File: src/inc/uart_wake_pkg.sv
package uart_wake_pkg;
	// ==========================================================
	// register byte offsets on the APB word grid
	localparam logic [7:0] OFF_RX_STAT = 8'h00;
	localparam logic [7:0] OFF_RX_BUF  = 8'h04;
	localparam logic [7:0] OFF_TX_STAT = 8'h08;
	localparam logic [7:0] OFF_BAUD    = 8'h0C;
	localparam logic [7:0] OFF_DIV_HI  = 8'h10;
	localparam logic [7:0] OFF_DIV_LO  = 8'h14;
	localparam logic [7:0] OFF_TX_BUF  = 8'h18;

	// ==========================================================
	// receive_status_control fields
	localparam int B_SERIAL_PORT_ENABLE  = 7;
	localparam int B_RX9   = 6;
	localparam int B_SINGLE_RECEIVE_ENABLE  = 5;
	localparam int B_CONTINUOUS_RECEIVE_ENABLE  = 4;
	localparam int B_ADDRESS_DETECT_ENABLE = 3;
	// transmit_status_control fields
	localparam int B_TX9   = 6;
	localparam int B_TRANSMIT_ENABLE  = 5;
	localparam int B_BREAK_SEND_REQUEST = 3;
	localparam int B_HIGH_SPEED_BAUD_SELECT  = 2;
	localparam int B_TX9D  = 0;
	// baud_control fields
	localparam int B_WIDE_BAUD_DIVISOR_SELECT = 3;
	localparam int B_WUE   = 1;
	localparam int B_AUTO_RATE_ENABLE = 0;

	// ==========================================================
	// reset values
	localparam logic [7:0] DIV_RST = 8'h00;

	// ==========================================================
	// timing: last tick index of a bit and of half a bit; last bit index of a word and of a break
	localparam logic [5:0] BIT_LAST_SLOW  = 6'h3F;
	localparam logic [5:0] BIT_LAST_MID   = 6'h0F;
	localparam logic [5:0] BIT_LAST_FAST  = 6'h03;
	localparam logic [5:0] HALF_LAST_SLOW = 6'h1F;
	localparam logic [5:0] HALF_LAST_MID  = 6'h07;
	localparam logic [5:0] HALF_LAST_FAST = 6'h01;
	localparam logic [3:0] DATA8_LAST     = 4'h7;
	localparam logic [3:0] DATA9_LAST     = 4'h8;
	localparam logic [3:0] BREAK_LAST     = 4'hB;

	typedef enum logic [1:0] {
		R_IDLE  = 2'b00,
		R_START = 2'b01,
		R_DATA  = 2'b11,
		R_STOP  = 2'b10
	} rx_state_t;

	typedef enum logic [1:0] {
		T_IDLE  = 2'b00,
		T_START = 2'b01,
		T_DATA  = 2'b11,
		T_STOP  = 2'b10
	} tx_state_t;
endpackage

File: src/inc/baud_if.sv
`timescale 1ns/100ps
interface baud_if;
	logic [15:0] divisor;
	logic        wide;
	logic        run;
	logic        tick;
	modport gen  (input divisor, input wide, input run, output tick);
	modport user (output divisor, output wide, output run, input tick);
endinterface // baud_if

File: src/hdl/uart_addr_wake_break.sv
// Decided for this implementation: the register addresses and register access over APB.
`timescale 1ns/100ps
module uart_addr_wake_break import uart_wake_pkg::*; (
	input  wire logic        ref_clk_in,
	input  wire logic        sys_rst_in,
	input  wire logic        ce_in,
	input  wire logic        sleep_in,
	input  wire logic [7:0]  paddr_in,
	input  wire logic        psel_in,
	input  wire logic        penable_in,
	input  wire logic        pwrite_in,
	input  wire logic [31:0] pwdata_in,
	output logic      [31:0] prdata_out,
	output logic             pready_out,
	output logic             pslverr_out,
	input  wire logic        rx_line_in,
	output logic             tx_line_out,
	output logic             receive_flag_out,
	output logic             transmit_buffer_empty_flag_out,
	output logic             wake_async_out
);
	// ==========================================================
	// bit timing decode
	function automatic logic [5:0] bit_last(input logic hs, input logic wide);
		bit_last = (hs && wide) ? BIT_LAST_FAST : (hs || wide) ? BIT_LAST_MID : BIT_LAST_SLOW;
	endfunction

	function automatic logic [5:0] half_last(input logic hs, input logic wide);
		half_last = (hs && wide) ? HALF_LAST_FAST : (hs || wide) ? HALF_LAST_MID : HALF_LAST_SLOW;
	endfunction

	// control registers
	logic serial_port_enable, rx9, single_receive_enable, continuous_receive_enable, address_detect_enable, tx9, transmit_enable, high_speed_baud_select, tx9d, wide_baud_divisor_select, wake_on_edge_enable, auto_rate_enable, woke;
	logic next_serial_port_enable, next_rx9, next_single_receive_enable, next_continuous_receive_enable, next_address_detect_enable, next_tx9, next_transmit_enable;
	logic next_high_speed_baud_select, next_tx9d, next_wide_baud_divisor_select, next_wue, next_auto_rate_enable, next_woke;
	logic [7:0]  div_hi, div_lo, next_div_hi, next_div_lo;
	logic [31:0] next_prdata;
	logic        next_pslverr;
	// receiver
	rx_state_t   rx_state, next_rx_state;
	logic [5:0]  rx_cnt, next_rx_cnt;
	logic [3:0]  rx_bits, next_rx_bits;
	logic [8:0]  rx_shift, next_rx_shift;
	logic [7:0]  rx_buf, next_rx_buf;
	logic        received_ninth_bit, framing_error, overrun_error, rx_flag;
	logic        next_received_ninth_bit, next_framing_error, next_overrun_error, next_rx_flag;
	logic        rx_meta, rx_sync, rx_prev;
	// transmitter
	tx_state_t   tx_state, next_tx_state;
	logic [5:0]  tx_cnt, next_tx_cnt;
	logic [3:0]  tx_bits, next_tx_bits;
	logic [8:0]  tx_shift, next_tx_shift;
	logic [7:0]  tx_hold, next_tx_hold;
	logic        tx_full, break_send_request, tx_brk, tx_line;
	logic        next_tx_full, next_break_send_request, next_tx_brk, next_tx_line;

	logic        wr_acc, rd_acc, buf_read, set_flag, word_done, word_bit9;
	logic        rx_fall, rx_rise, run, tick, receiver_idle_status, shifter_empty_status;
	logic [7:0]  word_data, rd_val;
	logic [5:0]  rx_bl, tx_bl;

	// ==========================================================
	// baud tick
	baud_if bif ();
	assign bif.divisor = {div_hi, div_lo};
	assign bif.wide    = wide_baud_divisor_select;
	assign bif.run     = serial_port_enable & ~sleep_in;
	baud_gen u_baud (
		.ref_clk_in (ref_clk_in),
		.sys_rst_in (sys_rst_in),
		.ce_in      (ce_in),
		.bif        (bif)
	);

	assign run   = ~sleep_in;
	assign tick  = bif.tick;
	assign rx_bl = bit_last(high_speed_baud_select, wide_baud_divisor_select);
	assign tx_bl = rx_bl;

	// ==========================================================
	// APB: zero wait states; a low clock enable stretches the access
	assign pready_out = penable_in & ce_in;
	assign wr_acc     = psel_in & penable_in & pwrite_in;
	assign rd_acc     = psel_in & penable_in & ~pwrite_in;
	assign buf_read   = rd_acc && paddr_in == OFF_RX_BUF;
	assign receiver_idle_status      = rx_state == R_IDLE;
	assign shifter_empty_status       = tx_state == T_IDLE;
	assign rx_fall    = rx_prev & ~rx_sync;
	assign rx_rise    = ~rx_prev & rx_sync;
	assign word_data  = rx9 ? rx_shift[7:0] : rx_shift[8:1];
	assign word_bit9  = rx9 & rx_shift[8];
	// raw pin on purpose: raised with no clock edge at all while asleep
	assign wake_async_out = wake_on_edge_enable & ~woke & ~rx_line_in & sleep_in;
	assign receive_flag_out = rx_flag;
	assign transmit_buffer_empty_flag_out = transmit_enable & ~tx_full;
	assign tx_line_out = tx_line;

	always_comb begin
		rd_val = 8'h00;
		unique case (paddr_in)
			OFF_RX_STAT: rd_val = {serial_port_enable, rx9, single_receive_enable, continuous_receive_enable, address_detect_enable, framing_error, overrun_error, received_ninth_bit};
			OFF_RX_BUF:  rd_val = rx_buf;
			OFF_TX_STAT: rd_val = {1'b0, tx9, transmit_enable, 1'b0, break_send_request, high_speed_baud_select, shifter_empty_status, tx9d};
			OFF_BAUD:    rd_val = {1'b0, receiver_idle_status, 2'b00, wide_baud_divisor_select, 1'b0, wake_on_edge_enable, auto_rate_enable};
			OFF_DIV_HI:  rd_val = div_hi;
			OFF_DIV_LO:  rd_val = div_lo;
			default:     rd_val = 8'h00;
		endcase
	end

	// ==========================================================
	// line input synchroniser
	always_ff @(posedge ref_clk_in) begin
		if (sys_rst_in) begin
			rx_meta <= 1'b1;
			rx_sync <= 1'b1;
			rx_prev <= 1'b1;
		end else if (ce_in) begin
			rx_meta <= rx_line_in;
			rx_sync <= rx_meta;
			rx_prev <= rx_sync;
		end
	end

	// ==========================================================
	// registers and receiver
	always_comb begin
		{next_serial_port_enable, next_rx9, next_single_receive_enable, next_continuous_receive_enable, next_address_detect_enable} = {serial_port_enable, rx9, single_receive_enable, continuous_receive_enable, address_detect_enable};
		{next_tx9, next_transmit_enable, next_high_speed_baud_select, next_tx9d} = {tx9, transmit_enable, high_speed_baud_select, tx9d};
		{next_wide_baud_divisor_select, next_wue, next_auto_rate_enable, next_woke} = {wide_baud_divisor_select, wake_on_edge_enable, auto_rate_enable, woke};
		next_div_hi   = div_hi;
		next_div_lo   = div_lo;
		next_rx_state = rx_state;
		next_rx_cnt   = rx_cnt;
		next_rx_bits  = rx_bits;
		next_rx_shift = rx_shift;
		next_rx_buf   = rx_buf;
		{next_received_ninth_bit, next_framing_error, next_overrun_error} = {received_ninth_bit, framing_error, overrun_error};
		set_flag      = 1'b0;
		word_done     = 1'b0;
		next_prdata   = prdata_out;
		next_pslverr  = pslverr_out;
		if (psel_in && !penable_in) begin
			next_prdata  = {24'h000000, rd_val};
			next_pslverr = paddr_in > OFF_TX_BUF || paddr_in[1:0] != 2'b00;
		end
		if (wr_acc) begin
			unique case (paddr_in)
				OFF_RX_STAT: begin
					next_serial_port_enable  = pwdata_in[B_SERIAL_PORT_ENABLE];
					next_rx9   = pwdata_in[B_RX9];
					next_single_receive_enable  = pwdata_in[B_SINGLE_RECEIVE_ENABLE];
					next_continuous_receive_enable  = pwdata_in[B_CONTINUOUS_RECEIVE_ENABLE];
					next_address_detect_enable = pwdata_in[B_ADDRESS_DETECT_ENABLE];
				end
				OFF_TX_STAT: begin
					next_tx9  = pwdata_in[B_TX9];
					next_transmit_enable = pwdata_in[B_TRANSMIT_ENABLE];
					next_high_speed_baud_select = pwdata_in[B_HIGH_SPEED_BAUD_SELECT];
					next_tx9d = pwdata_in[B_TX9D];
				end
				OFF_BAUD: begin
					next_wide_baud_divisor_select = pwdata_in[B_WIDE_BAUD_DIVISOR_SELECT];
					next_wue   = pwdata_in[B_WUE];
					next_auto_rate_enable = pwdata_in[B_AUTO_RATE_ENABLE];
					next_woke  = 1'b0;
				end
				OFF_DIV_HI: next_div_hi = pwdata_in[7:0];
				OFF_DIV_LO: next_div_lo = pwdata_in[7:0];
				default: ;
			endcase
		end
		if (wake_on_edge_enable) begin
			// wake watch runs on the core clock even in sleep
			next_rx_state = R_IDLE;
			if (!woke && rx_fall) begin
				next_woke = 1'b1;
				set_flag  = 1'b1;
			end else if (woke && rx_rise) begin
				next_wue  = 1'b0;
				next_woke = 1'b0;
			end
		end else if (run) begin
			if (!(serial_port_enable && continuous_receive_enable) || auto_rate_enable) begin
				// auto-rate enable only parks the receiver; no rate is measured, with or without wake
				next_rx_state = R_IDLE;
			end else if (rx_state == R_IDLE) begin
				if (!rx_sync) begin
					next_rx_state = R_START;
					next_rx_cnt   = 6'h00;
				end
			end else if (tick) begin
				next_rx_cnt = rx_cnt + 6'h01;
				unique case (rx_state)
					R_START: if (rx_cnt == half_last(high_speed_baud_select, wide_baud_divisor_select)) begin
						next_rx_cnt   = 6'h00;
						next_rx_bits  = 4'h0;
						next_rx_state = rx_sync ? R_IDLE : R_DATA;
					end
					R_DATA: if (rx_cnt == rx_bl) begin
						next_rx_cnt   = 6'h00;
						next_rx_shift = {rx_sync, rx_shift[8:1]};
						next_rx_bits  = rx_bits + 4'h1;
						if (rx_bits == (rx9 ? DATA9_LAST : DATA8_LAST)) begin
							next_rx_state = R_STOP;
						end
					end
					R_STOP: if (rx_cnt == rx_bl) begin
						next_rx_state = R_IDLE;
						word_done     = 1'b1;
					end
					default: next_rx_state = R_IDLE;
				endcase
			end
		end
		if (word_done && !(address_detect_enable && rx9 && !word_bit9)) begin
			if (rx_flag && !buf_read) begin
				next_overrun_error = 1'b1;
			end else begin
				next_rx_buf = word_data;
				next_received_ninth_bit   = word_bit9;
				next_framing_error   = ~rx_sync;
				set_flag    = 1'b1;
			end
		end
		if (!continuous_receive_enable) begin
			next_overrun_error = 1'b0;
			next_framing_error = 1'b0;
		end
		next_rx_flag = set_flag | (rx_flag & ~buf_read);
	end

	always_ff @(posedge ref_clk_in) begin
		if (sys_rst_in) begin
			{serial_port_enable, rx9, single_receive_enable, continuous_receive_enable, address_detect_enable} <= 5'h00;
			{tx9, transmit_enable, high_speed_baud_select, tx9d}        <= 4'h0;
			{wide_baud_divisor_select, wake_on_edge_enable, auto_rate_enable, woke}      <= 4'h0;
			div_hi      <= DIV_RST;
			div_lo      <= DIV_RST;
			rx_state    <= R_IDLE;
			rx_cnt      <= 6'h00;
			rx_bits     <= 4'h0;
			rx_shift    <= 9'h000;
			rx_buf      <= 8'h00;
			{received_ninth_bit, framing_error, overrun_error, rx_flag} <= 4'h0;
			prdata_out  <= 32'h00000000;
			pslverr_out <= 1'b0;
		end else if (ce_in) begin
			{serial_port_enable, rx9, single_receive_enable, continuous_receive_enable, address_detect_enable} <= {next_serial_port_enable, next_rx9, next_single_receive_enable, next_continuous_receive_enable, next_address_detect_enable};
			{tx9, transmit_enable, high_speed_baud_select, tx9d}        <= {next_tx9, next_transmit_enable, next_high_speed_baud_select, next_tx9d};
			{wide_baud_divisor_select, wake_on_edge_enable, auto_rate_enable, woke}      <= {next_wide_baud_divisor_select, next_wue, next_auto_rate_enable, next_woke};
			div_hi      <= next_div_hi;
			div_lo      <= next_div_lo;
			rx_state    <= next_rx_state;
			rx_cnt      <= next_rx_cnt;
			rx_bits     <= next_rx_bits;
			rx_shift    <= next_rx_shift;
			rx_buf      <= next_rx_buf;
			{received_ninth_bit, framing_error, overrun_error, rx_flag} <= {next_received_ninth_bit, next_framing_error, next_overrun_error, next_rx_flag};
			prdata_out  <= next_prdata;
			pslverr_out <= next_pslverr;
		end
	end

	// ==========================================================
	// transmitter
	always_comb begin
		next_tx_state = tx_state;
		next_tx_cnt   = tx_cnt;
		next_tx_bits  = tx_bits;
		next_tx_shift = tx_shift;
		next_tx_hold  = tx_hold;
		next_tx_full  = tx_full;
		next_break_send_request    = break_send_request;
		next_tx_brk   = tx_brk;
		next_tx_line  = tx_line;
		if (wr_acc && paddr_in == OFF_TX_STAT) begin
			next_break_send_request = pwdata_in[B_BREAK_SEND_REQUEST];
		end
		if (run) begin
			if (!transmit_enable) begin
				next_tx_state = T_IDLE;
				next_tx_line  = 1'b1;
			end else if (tx_state == T_IDLE) begin
				if (tx_full) begin
					next_tx_state = T_START;
					next_tx_cnt   = 6'h00;
					next_tx_full  = 1'b0;
					next_tx_brk   = break_send_request;
					next_tx_shift = break_send_request ? 9'h000 : {tx9d, tx_hold};
					next_tx_line  = 1'b0;
				end
			end else if (tick) begin
				next_tx_cnt = tx_cnt + 6'h01;
				if (tx_cnt == tx_bl) begin
					next_tx_cnt = 6'h00;
					unique case (tx_state)
						T_START: begin
							next_tx_state = T_DATA;
							next_tx_bits  = 4'h0;
							next_tx_line  = tx_shift[0];
						end
						T_DATA: begin
							next_tx_shift = {1'b0, tx_shift[8:1]};
							next_tx_bits  = tx_bits + 4'h1;
							next_tx_line  = tx_shift[1];
							if (tx_bits == (tx_brk ? BREAK_LAST : tx9 ? DATA9_LAST : DATA8_LAST)) begin
								next_tx_state = T_STOP;
								next_tx_line  = 1'b1;
							end
						end
						T_STOP: begin
							next_tx_state = T_IDLE;
							if (tx_brk) begin
								next_break_send_request = 1'b0;
							end
						end
						default: next_tx_state = T_IDLE;
					endcase
				end
			end
		end
		if (wr_acc && paddr_in == OFF_TX_BUF) begin
			next_tx_hold = pwdata_in[7:0];
			next_tx_full = 1'b1;
		end
	end

	always_ff @(posedge ref_clk_in) begin
		if (sys_rst_in) begin
			tx_state <= T_IDLE;
			tx_cnt   <= 6'h00;
			tx_bits  <= 4'h0;
			tx_shift <= 9'h000;
			tx_hold  <= 8'h00;
			tx_full  <= 1'b0;
			break_send_request    <= 1'b0;
			tx_brk   <= 1'b0;
			tx_line  <= 1'b1;
		end else if (ce_in) begin
			tx_state <= next_tx_state;
			tx_cnt   <= next_tx_cnt;
			tx_bits  <= next_tx_bits;
			tx_shift <= next_tx_shift;
			tx_hold  <= next_tx_hold;
			tx_full  <= next_tx_full;
			break_send_request    <= next_break_send_request;
			tx_brk   <= next_tx_brk;
			tx_line  <= next_tx_line;
		end
	end
endmodule // uart_addr_wake_break

File: src/hdl/baud_gen.sv
`timescale 1ns/100ps
module baud_gen (
	input  wire logic ref_clk_in,
	input  wire logic sys_rst_in,
	input  wire logic ce_in,
	baud_if.gen       bif
);
	logic [15:0] cnt;
	logic [15:0] next_cnt;
	logic        tick;
	logic        next_tick;
	logic [15:0] limit;

	// ==========================================================
	// tick once every divisor+1 clocks; only the low divisor byte counts unless wide
	always_comb begin
		limit     = bif.wide ? bif.divisor : {8'h00, bif.divisor[7:0]};
		next_cnt  = cnt + 16'h0001;
		next_tick = 1'b0;
		if (!bif.run) begin
			next_cnt = 16'h0000;
		end else if (cnt >= limit) begin
			next_cnt  = 16'h0000;
			next_tick = 1'b1;
		end
	end

	always_ff @(posedge ref_clk_in) begin
		if (sys_rst_in) begin
			cnt  <= 16'h0000;
			tick <= 1'b0;
		end else if (ce_in) begin
			cnt  <= next_cnt;
			tick <= next_tick;
		end
	end

	assign bif.tick = tick & ce_in;
endmodule // baud_gen

File: config.mk
export PLATFORM = sky130hd
export DESIGN_NAME = uart_addr_wake_break
export DESIGN_NICKNAME = d
export VERILOG_FILES = /design/src/inc/uart_wake_pkg.sv /design/src/inc/baud_if.sv /design/src/hdl/uart_addr_wake_break.sv /design/src/hdl/baud_gen.sv
export SDC_FILE = /design/constraint.sdc
export NUM_CORES = 1
export LEC_CHECK = 0
export BUFFER_PORTS_ARGS = -buffer_cell sky130_fd_sc_hd__buf_4
export CAP_MARGIN = 40
export CORE_MARGIN = 5
export CORE_UTILIZATION = 50
export CTS_CLUSTER_DIAMETER = 30
export DETAILED_ROUTE_END_ITERATION = 10
export PLACE_DENSITY = 0.69
export SYNTH_ARGS = -nofsm -noshare
export SYNTH_HDL_FRONTEND = slang
export SYNTH_HIERARCHICAL = 1
export SYNTH_SLANG_ARGS = --single-unit
File: constraint.sdc
create_clock -name ref_clk_in -period 2.15 [get_ports ref_clk_in]
set_input_delay 0.3225 -clock ref_clk_in [delete_from_list [all_inputs] [get_ports ref_clk_in]]
set_output_delay 0.3225 -clock ref_clk_in [all_outputs]
set_load 0.1 [all_outputs]
==> results of run 1 <==
[synth_stat cells (12+ instances only)]
cell                       number
sky130_fd_sc_hd__dfxtp_1      124
sky130_fd_sc_hd__nor2_1       111
sky130_fd_sc_hd__mux2i_1       70
sky130_fd_sc_hd__nand2_1       59
sky130_fd_sc_hd__inv_1         32
sky130_fd_sc_hd__nand3_1       30
sky130_fd_sc_hd__a21oi_1       29
sky130_fd_sc_hd__buf_4         25
sky130_fd_sc_hd__clkbuf_1      25
sky130_fd_sc_hd__ha_1          25
sky130_fd_sc_hd__o21ai_0       24
sky130_fd_sc_hd__a211oi_1      17
sky130_fd_sc_hd__nor2b_1       14
sky130_fd_sc_hd__nor3_1        13
sky130_fd_sc_hd__nand4_1       12
sky130_fd_sc_hd__nor4_1        12
[layer usage]
layer	part of all wire	global-route usage
met4	0.019	0.0808
met3	0.052	0.0464
met5	0	0
met1	0.43	0.291
met2	0.50	0.388
[through the flow]
step                      power, mW  utilization  instances
after floorplan                2.69            -        820
after global placement         2.76        0.562       1039
after detailed placement       2.76        0.562       1039
after CTS                      5.53        0.605       1070
after global routing           5.66        0.634       1076
final                          5.50        0.634       1076
[report_power, final]
| part | switching [mW] | leakage, nW | internal [mW] | total, mW |
|---|---|---|---|---|
| logic | 0.335 | 2.14 | 0.0789 | 0.414 |
| registers | 0.00531 | 1.00 | 2.30 | 2.31 |
| clock network | 1.08 | 0.265 | 1.70 | 2.78 |
| total | 1.42 | 3.41 | 4.08 | 5.50 |
[worst paths after layout]
kind                from            end  cells after the start
min           sys_rst_in     rx_bits[3]                      2
max             bif.wide  u_baud/cnt[9]                     10
max reg2reg     bif.wide  u_baud/cnt[9]                     10
min reg2reg  u_baud/tick    u_baud/tick                      2
[cells by family after synthesis]
family / count (synthesis) / synth area share
simple gates: 319 / 0.238
compound gates: 146 / 0.148
flops: 124 / 0.360
buf+inv: 96 / 0.0708
mux: 78 / 0.128
fa+ha+maj: 25 / 0.0454
xor+xnor: 8 / 0.0102
other cells: 1 / 0.000544
[worst reg2reg max path, cell delays in order (launching register included)]
cell                        delay [ns]
sky130_fd_sc_hd__dfxtp_4          0.39
sky130_fd_sc_hd__buf_8            0.15
sky130_fd_sc_hd__nand2_1          0.06
sky130_fd_sc_hd__ha_1             0.31
sky130_fd_sc_hd__nand2_1          0.08
sky130_fd_sc_hd__o21a_1           0.13
sky130_fd_sc_hd__o21bai_1         0.07
sky130_fd_sc_hd__a211o_2          0.36
sky130_fd_sc_hd__clkbuf_16        0.20
sky130_fd_sc_hd__nor4_1           0.27
sky130_fd_sc_hd__a211o_1          0.13
[registers in the layout (all words and copies together), names as in the netlist, 2 cells and up]
name	cells
u_baud/cnt	16
rx_shift	9
tx_shift	9
div_hi	8
div_lo	8
prdata_out	8
rx_buf	8
tx_hold	8
rx_cnt	6
tx_cnt	6
rx_bits	4
tx_bits	4
rx_state	2
tx_state	2
[cell type report]
class | instances | area, µm²
Tap cell | 180 | 225
Multi-Input combinational cell | 600 | 4350
Clock buffer | 18 | 429
Clock inverter | 13 | 143
Timing Repair Buffer | 108 | 932
Inverter | 33 | 124
Fill cell | 1102 | 5020
Sequential cell | 124 | 2500
[cells in the final DEF (no fill, tap or decap), types with 7 or more instances in the layout]
| cell type | instances |
|---|---|
| sky130_fd_sc_hd__nor2_1 | 109 |
| sky130_fd_sc_hd__ha_4 | 7 |
| sky130_fd_sc_hd__a211o_1 | 7 |
| sky130_fd_sc_hd__o21a_1 | 7 |
| sky130_fd_sc_hd__nand2b_1 | 9 |
| sky130_fd_sc_hd__nor4_1 | 7 |
| sky130_fd_sc_hd__buf_4 | 98 |
| sky130_fd_sc_hd__mux2i_1 | 70 |
| sky130_fd_sc_hd__nor3_1 | 13 |
| sky130_fd_sc_hd__clkbuf_16 | 19 |
| sky130_fd_sc_hd__nor2b_1 | 14 |
| sky130_fd_sc_hd__o21ai_0 | 24 |
| sky130_fd_sc_hd__a22oi_1 | 8 |
| sky130_fd_sc_hd__dfxtp_1 | 113 |
| sky130_fd_sc_hd__conb_1 | 24 |
| sky130_fd_sc_hd__nand4_1 | 12 |
| sky130_fd_sc_hd__a211oi_1 | 15 |
| sky130_fd_sc_hd__nand3_1 | 30 |
| sky130_fd_sc_hd__mux4_2 | 8 |
| sky130_fd_sc_hd__nand2_1 | 55 |
| sky130_fd_sc_hd__a21oi_1 | 25 |
| sky130_fd_sc_hd__inv_1 | 29 |
| sky130_fd_sc_hd__nand3b_1 | 11 |
| sky130_fd_sc_hd__dfxtp_2 | 10 |
| sky130_fd_sc_hd__ha_1 | 15 |
[timing repair]
item	4_1_cts	5_1_grt
endpoints found under the setup margin	24	44
buffers inserted	0	3
resized for setup	10	64
pin swaps	0	21
cloned	0	3
==> flow_summary.html, run 1 <==
<table>
<tr><th>Metric</th><th>Value</th></tr>
<tr><th colspan="2">Timing</th></tr>
<tr><td>Number of setup violations in the final report</td><td>9</td></tr>
<tr><td>Share of the cycle needed by the critical path after routing</td><td>1.02</td></tr>
<tr><td>Max-slew headroom at the worst pin</td><td>0.607</td></tr>
<tr><td>Number of slew-limit violations in the final report</td><td>0</td></tr>
<tr><td>Final critical-path setup slack</td><td>-0.0531 ns</td></tr>
<tr><td>Unrepaired setup endpoints after global routing</td><td>yes</td></tr>
<tr><td>Final clock skew</td><td>0.0104 ns</td></tr>
<tr><td>Achievable Freq</td><td>454 MHz</td></tr>
<tr><td>Slew @ Worst Pin</td><td>0.588 ns</td></tr>
<tr><td>Minimum clock period</td><td>2.20 ns</td></tr>
<tr><td>Total negative setup slack</td><td>-0.273 ns</td></tr>
<tr><td>Count of endpoints failing hold in the final timing report</td><td>0</td></tr>
<tr><td>Worst hold-check slack</td><td>0.166 ns</td></tr>
<tr><th colspan="2">Logic synthesis</th></tr>
<tr><td>Most used DFF post-synth</td><td>sky130_fd_sc_hd__dfxtp_1</td></tr>
<tr><td>Sequential-to-total area share from yosys stat</td><td>0.360</td></tr>
<tr><td>Cells after Synth</td><td>797</td></tr>
<tr><td>Proportion of register bits with asynchronous set or reset after synthesis</td><td>0</td></tr>
<tr><td>Synth area leader</td><td>sky130_fd_sc_hd__dfxtp_1</td></tr>
<tr><td>Most area-consuming cells after synthesis</td><td>sky130_fd_sc_hd__dfxtp_1 36%, sky130_fd_sc_hd__mux2i_1 10%, sky130_fd_sc_hd__nor2_1 6.0%</td></tr>
<tr><td>Area share of the largest cell type after synthesis</td><td>0.360</td></tr>
<tr><td>Count of flip-flops with a built-in enable after synthesis</td><td>0</td></tr>
<tr><td>Number of different library cells in the post-synthesis netlist</td><td>75</td></tr>
<tr><td>Combined area of all synthesized cells</td><td>6900 µm²</td></tr>
<tr><td>Number of synthesized register bits</td><td>124</td></tr>
<tr><td>Number of warnings reported in the yosys synthesis log</td><td>6</td></tr>
<tr><td>Syn Area/Cell</td><td>8.65 µm²</td></tr>
<tr><th colspan="2">Routing</th></tr>
<tr><td>Detailed-route vias per instance</td><td>5.91</td></tr>
<tr><td>WL/cell</td><td>17.9 µm</td></tr>
<tr><td>Post-route antenna net violation count</td><td>0</td></tr>
<tr><td>First-pass iteration count of the detailed router</td><td>6</td></tr>
<tr><td>DRC errors left</td><td>0</td></tr>
<tr><td>Vias</td><td>6356</td></tr>
<tr><td>Total wire length</td><td>19.3 mm</td></tr>
<tr><td>Drt first-iter violations</td><td>630</td></tr>
<tr><th colspan="2">Critical path</th></tr>
<tr><td>Largest stage delay on the critical path</td><td>0.39 ns</td></tr>
<tr><td>Worst R2R Setup Slack</td><td>-0.05 ns</td></tr>
<tr><td>Setup CP Type</td><td>reg -&gt; reg</td></tr>
<tr><td>CP max stage cell</td><td>sky130_fd_sc_hd__dfxtp_4</td></tr>
<tr><td>Nature of the critical path endpoint</td><td>flip-flop</td></tr>
<tr><td>Kind of start point of the critical path</td><td>flip-flop</td></tr>
<tr><td>Top fanout value on the critical path</td><td>6</td></tr>
<tr><td>Top cell family by delay on the critical path</td><td>compound AO/OA/AOI/OAI gates</td></tr>
<tr><td>Cell with the most instances on the worst path</td><td>sky130_fd_sc_hd__nand2_1</td></tr>
<tr><td>Chain of cells forming the critical path</td><td>buf_8 &gt; nand2_1 &gt; ha_1 &gt; nand2_1 &gt; o21a_1 &gt; o21bai_1 &gt; a211o_2 &gt; clkbuf_16 &gt; nor4_1 &gt; a211o_1</td></tr>
<tr><td>Worst path arrival time</td><td>2.57 ns</td></tr>
<tr><td>Buf/Inv on CP</td><td>2</td></tr>
<tr><td>Data required time of the critical path</td><td>2.52 ns</td></tr>
<tr><th colspan="2">Power and ir drop</th></tr>
<tr><td>Power per cell area</td><td>633 nW/µm²</td></tr>
<tr><td>LEAKAGE</td><td>3.41 nW</td></tr>
<tr><td>Max IR drop VDD</td><td>0.552 mV</td></tr>
<tr><th colspan="2">Global route</th></tr>
<tr><td>Maximum number of pins on one net before global-route repair</td><td>54</td></tr>
<tr><td>Global-route wire length before repair</td><td>30.2 mm</td></tr>
<tr><td>GRT Overall Usage</td><td>0.230</td></tr>
<tr><td>Via count of the first global-routing pass</td><td>6021</td></tr>
<tr><td>GRT overflow</td><td>0</td></tr>
<tr><td>Number of antenna violations at the first check in global routing</td><td>0</td></tr>
<tr><th colspan="2">Job</th></tr>
<tr><td>Reported max-cap violation count</td><td>0</td></tr>
<tr><th colspan="2">Clocking</th></tr>
<tr><td>H-tree depth</td><td>4</td></tr>
<tr><td>Clock tree root buffer cell</td><td>sky130_fd_sc_hd__clkbuf_16</td></tr>
<tr><td>Clock transition at the registers of the reported paths</td><td>0.06 ns</td></tr>
<tr><td>Clock Tree Buf Depth</td><td>2</td></tr>
<tr><td>Total CTS buffers</td><td>17</td></tr>
<tr><td>Clock latency on the worst-skew pair</td><td>0.42 ns</td></tr>
<tr><td>Number of clock sinks seen by CTS</td><td>124</td></tr>
<tr><td>Total of hold buffers inserted after clock tree synthesis</td><td>0</td></tr>
<tr><td>CTS tree</td><td>yes</td></tr>
<tr><th colspan="2">Run status</th></tr>
<tr><td>Outcome</td><td>finished with violations</td></tr>
<tr><td>Failing checks</td><td>negative setup slack</td></tr>
<tr><th colspan="2">Die</th></tr>
<tr><td>Number of rows created at floorplan</td><td>43</td></tr>
<tr><td>Initial core utilization</td><td>0.503</td></tr>
<tr><td>Die area</td><td>16200 µm²</td></tr>
<tr><td>Width of the die</td><td>127 µm</td></tr>
<tr><td>Total core area</td><td>13700 µm²</td></tr>
<tr><td>Io pins</td><td>86</td></tr>
<tr><td>Vertical extent of the die</td><td>127 µm</td></tr>
<tr><th colspan="2">Finish</th></tr>
<tr><td>Final net count</td><td>957</td></tr>
<tr><td>Area delta synth-&gt;final</td><td>26.1%</td></tr>
<tr><td>Antenna diode count</td><td>0</td></tr>
<tr><td>Finished layout cell area</td><td>8700 µm²</td></tr>
<tr><td>Layout cell share with drive strength beyond 1</td><td>0.247</td></tr>
<tr><th colspan="2">Placed design</th></tr>
<tr><td>Post-detail-place hpwl</td><td>13.4 mm</td></tr>
<tr><td>Setup Slack @ Placement</td><td>-0.168 ns</td></tr>
<tr><td>Routability cong.</td><td>0.937</td></tr>
<tr><td>Post-place instance area</td><td>7710 µm²</td></tr>
<tr><td>Port buffer count</td><td>37</td></tr>
<tr><th colspan="2">Worst hold path</th></tr>
<tr><td>Path category of the worst min-delay check</td><td>in -&gt; reg</td></tr>
</table>
Note: power is estimated with default switching activity, not from simulation.
==> inputs of run 2 (changes only) <==
--- a/config.mk
+++ b/config.mk
@@ -5,13 +5,14 @@
 export SDC_FILE = /design/constraint.sdc
 export NUM_CORES = 1
 export LEC_CHECK = 0
+export ABC_CLOCK_PERIOD_IN_PS = 2150
 export BUFFER_PORTS_ARGS = -buffer_cell sky130_fd_sc_hd__buf_4
 export CAP_MARGIN = 40
-export CORE_MARGIN = 5
+export CORE_MARGIN = 2
 export CORE_UTILIZATION = 50
 export CTS_CLUSTER_DIAMETER = 30
 export DETAILED_ROUTE_END_ITERATION = 10
-export PLACE_DENSITY = 0.69
+export PLACE_DENSITY = 0.71
 export SYNTH_ARGS = -nofsm -noshare
 export SYNTH_HDL_FRONTEND = slang
 export SYNTH_HIERARCHICAL = 1
==> run 2 against run 1 <==
The flow still finishes with violations (negative setup slack). Largest cell class unchanged. Flip-flop and latch count is the same. Critical path type unchanged. Maximum frequency shrank 9.2%. Non-clock buffer count grew 6. Combinational power grew 1%. Count of clock-buffer cells in the layout grew 1. Critical endpoint unchanged. Register-to-register slack lost 0.22 ns. Sequential power is essentially flat. Worst hold slack lost 0.0018 ns.
==> flow_summary.html, run 2 (synthesis results as in run 1) <==
<table>
<tr><th>Metric</th><th>Value</th></tr>
<tr><th colspan="2">Timing</th></tr>
<tr><td>Number of setup violations in the final report</td><td>16</td></tr>
<tr><td>Total negative setup slack</td><td>-2.66 ns</td></tr>
<tr><td>Share of the cycle needed by the critical path after routing</td><td>1.13</td></tr>
<tr><td>Final clock skew</td><td>0.00763 ns</td></tr>
<tr><td>Max-slew headroom at the worst pin</td><td>0.548</td></tr>
<tr><td>Minimum clock period</td><td>2.43 ns</td></tr>
<tr><td>Final critical-path setup slack</td><td>-0.277 ns</td></tr>
<tr><td>Slew @ Worst Pin</td><td>0.679 ns</td></tr>
<tr><td>Unrepaired setup endpoints after global routing</td><td>yes</td></tr>
<tr><td>Achievable Freq</td><td>412 MHz</td></tr>
<tr><td>Count of endpoints failing hold in the final timing report</td><td>0</td></tr>
<tr><td>Number of slew-limit violations in the final report</td><td>0</td></tr>
<tr><th colspan="2">Routing</th></tr>
<tr><td>DRC errors left</td><td>0</td></tr>
<tr><td>First-pass iteration count of the detailed router</td><td>5</td></tr>
<tr><td>Vias</td><td>6490</td></tr>
<tr><td>Drt first-iter violations</td><td>551</td></tr>
<tr><td>Post-route antenna net violation count</td><td>0</td></tr>
<tr><td>Total wire length</td><td>20.5 mm</td></tr>
<tr><td>WL/cell</td><td>19.0 µm</td></tr>
<tr><td>Detailed-route vias per instance</td><td>6.01</td></tr>
<tr><th colspan="2">Finish</th></tr>
<tr><td>Layout cell share with drive strength beyond 1</td><td>0.259</td></tr>
<tr><td>Most common cell after layout, fill and taps aside</td><td>sky130_fd_sc_hd__dfxtp_1</td></tr>
<tr><td>Area delta synth-&gt;final</td><td>28.3%</td></tr>
<tr><td>Flip-flop count of the largest register after layout</td><td>16</td></tr>
<tr><td>Highest-count cells in the layout ignoring fill and taps</td><td>116 x sky130_fd_sc_hd__dfxtp_1, 108 x sky130_fd_sc_hd__nor2_1, 102 x sky130_fd_sc_hd__buf_4, 69 x sky130_fd_sc_hd__mux2i_1, 55 x sky130_fd_sc_hd__nand2_1</td></tr>
<tr><td>Final core utilization</td><td>0.663</td></tr>
<tr><td>Most flop-heavy register</td><td>u_baud/cnt</td></tr>
<tr><td>Finished layout cell area</td><td>8850 µm²</td></tr>
<tr><td>Final net count</td><td>963</td></tr>
<tr><td>Antenna diode count</td><td>0</td></tr>
<tr><td>Top Registers</td><td>u_baud/cnt x16, rx_shift x9, tx_shift x9</td></tr>
<tr><th colspan="2">Critical path</th></tr>
<tr><td>CP max stage cell</td><td>sky130_fd_sc_hd__dfxtp_4</td></tr>
<tr><td>Buf/Inv on CP</td><td>3</td></tr>
<tr><td>Top fanout value on the critical path</td><td>6</td></tr>
<tr><td>Data required time of the critical path</td><td>2.46 ns</td></tr>
<tr><td>Worst path arrival time</td><td>2.74 ns</td></tr>
<tr><td>Chain of cells forming the critical path</td><td>buf_8 &gt; nand2_4 &gt; ha_4 &gt; nand4_1 &gt; a311oi_2 &gt; a211o_2 &gt; buf_6 &gt; buf_16 &gt; nor3_4 &gt; a211o_1</td></tr>
<tr><td>Kind of start point of the critical path</td><td>flip-flop</td></tr>
<tr><td>Top cell family by delay on the critical path</td><td>compound AO/OA/AOI/OAI gates</td></tr>
<tr><td>Largest stage delay on the critical path</td><td>0.40 ns</td></tr>
<tr><td>Setup CP Type</td><td>reg -&gt; reg</td></tr>
<tr><td>Nature of the critical path endpoint</td><td>flip-flop</td></tr>
<tr><th colspan="2">Placed design</th></tr>
<tr><td>Setup Slack @ Placement</td><td>-0.142 ns</td></tr>
<tr><td>Routability cong.</td><td>0.898</td></tr>
<tr><td>Port buffer count</td><td>37</td></tr>
<tr><td>Post-detail-place hpwl</td><td>13.3 mm</td></tr>
<tr><td>Post-place instance area</td><td>7740 µm²</td></tr>
<tr><th colspan="2">Clocking</th></tr>
<tr><td>CTS tree</td><td>yes</td></tr>
<tr><td>Total CTS buffers</td><td>17</td></tr>
<tr><td>Clock Tree Buf Depth</td><td>2</td></tr>
<tr><td>H-tree depth</td><td>4</td></tr>
<tr><td>Clock latency on the worst-skew pair</td><td>0.43 ns</td></tr>
<tr><td>Clock tree root buffer cell</td><td>sky130_fd_sc_hd__clkbuf_16</td></tr>
<tr><td>Number of clock sinks seen by CTS</td><td>124</td></tr>
<tr><td>Clock transition at the registers of the reported paths</td><td>0.06 ns</td></tr>
<tr><th colspan="2">Global route</th></tr>
<tr><td>GRT Overall Usage</td><td>0.277</td></tr>
<tr><td>Maximum number of pins on one net before global-route repair</td><td>63</td></tr>
<tr><td>Number of antenna violations at the first check in global routing</td><td>0</td></tr>
<tr><td>Via count of the first global-routing pass</td><td>6301</td></tr>
<tr><td>Global-route wire length before repair</td><td>31.7 mm</td></tr>
<tr><td>GRT overflow</td><td>0</td></tr>
<tr><th colspan="2">Run status</th></tr>
<tr><td>Failing checks</td><td>negative setup slack</td></tr>
<tr><td>Outcome</td><td>finished with violations</td></tr>
<tr><th colspan="2">Power and ir drop</th></tr>
<tr><td>Clock power frac</td><td>0.523</td></tr>
<tr><td>Sequential share of power</td><td>0.403</td></tr>
<tr><td>Int Power</td><td>4.27 mW</td></tr>
<tr><td>Power per cell area</td><td>646 nW/µm²</td></tr>
<tr><td>Max IR drop VDD</td><td>0.642 mV</td></tr>
<tr><td>Overall power of the completed layout</td><td>5.72 mW</td></tr>
<tr><td>Fraction of power consumed by combinational cells</td><td>0.073</td></tr>
<tr><td>Net switching component of the power</td><td>1.45 mW</td></tr>
<tr><td>Switching share of power</td><td>0.254</td></tr>
<tr><td>LEAKAGE</td><td>3.48 nW</td></tr>
<tr><th colspan="2">Die</th></tr>
<tr><td>Io pins</td><td>86</td></tr>
<tr><td>Initial core utilization</td><td>0.517</td></tr>
<tr><td>Number of rows created at floorplan</td><td>42</td></tr>
<tr><td>Vertical extent of the die</td><td>121 µm</td></tr>
<tr><td>Die area</td><td>14700 µm²</td></tr>
<tr><td>Total core area</td><td>13300 µm²</td></tr>
<tr><td>Width of the die</td><td>121 µm</td></tr>
<tr><th colspan="2">Worst hold path</th></tr>
<tr><td>Path category of the worst min-delay check</td><td>in -&gt; reg</td></tr>
<tr><th colspan="2">Job</th></tr>
<tr><td>Reported max-cap violation count</td><td>0</td></tr>
</table>
-- run 2: routing by layer --
| layer | global-route usage | share of wire | vias to the layer above |
|---|---|---|---|
| met1 | 0.323 | 0.41 | 3146 |
| met3 | 0.0667 | 0.058 | 56 |
| met5 | 0 | 0 | - |
| li1 | - | - | 3015 |
| met2 | 0.485 | 0.50 | 273 |
| met4 | 0.119 | 0.033 | 0 |
-- run 2: through the flow --
step / hold slack [ns] / std cells
global placement: 0.450 / 1040
finish: 0.165 / 1079
CTS: 0.147 / 1077
global route: 0.146 / 1079
detailed placement: 0.457 / 1040
floorplan: 0.385 / 820
-- run 2: worst paths after layout --
| check | slack [ns] | depth (start not counted) | to | start |
|---|---|---|---|---|
| hold / removal | 0.16 | 3 | rx_meta | rx_line_in |
| setup reg to reg | -0.28 | 10 | u_baud/cnt[9] | bif.wide |
| setup / recovery | -0.28 | 10 | u_baud/cnt[9] | bif.wide |
| hold reg to reg | 0.46 | 2 | prdata_out[4] | prdata_out[4] |
-- run 2: what timing repair did --
| action | in CTS | in global routing |
|---|---|---|
| resized for setup | 38 | 48 |
| setup endpoints to repair | 30 | 40 |
| pin swaps | 16 | 23 |
| hold buffers | 0 | 0 |
| buffers inserted | 2 | 3 |
| endpoints found under the hold margin | 0 | 0 |
| cloned | 3 | 0 |
-- run 2: layout make-up --
type | count | area [µm²]
Fill cell | 1021 | 4500
Multi-Input combinational cell | 600 | 4400
Sequential cell | 124 | 2500
Timing Repair Buffer | 114 | 990
Clock buffer | 19 | 453
Tap cell | 176 | 220
Clock inverter | 13 | 164
Inverter | 33 | 124
-- run 2: worst reg2reg max path, stage by stage (launching register included) --
cell and delay, ns:
sky130_fd_sc_hd__dfxtp_4 0.40, sky130_fd_sc_hd__buf_8 0.15, sky130_fd_sc_hd__nand2_4 0.06, sky130_fd_sc_hd__ha_4 0.26
sky130_fd_sc_hd__nand4_1 0.22, sky130_fd_sc_hd__a311oi_2 0.39, sky130_fd_sc_hd__a211o_2 0.25, sky130_fd_sc_hd__buf_6 0.15
sky130_fd_sc_hd__buf_16 0.13, sky130_fd_sc_hd__nor3_4 0.04, sky130_fd_sc_hd__a211o_1 0.28
-- run 2: power by group through the flow --
stage / Clock [mW] / Sequential, mW / Combinational [mW]
detailed placement: 0 / 2.36 / 0.409
global route: 3.16 / 2.30 / 0.436
floorplan: 0 / 2.37 / 0.324
finish: 2.99 / 2.31 / 0.420
global placement: 0 / 2.36 / 0.405
CTS: 3.03 / 2.31 / 0.413
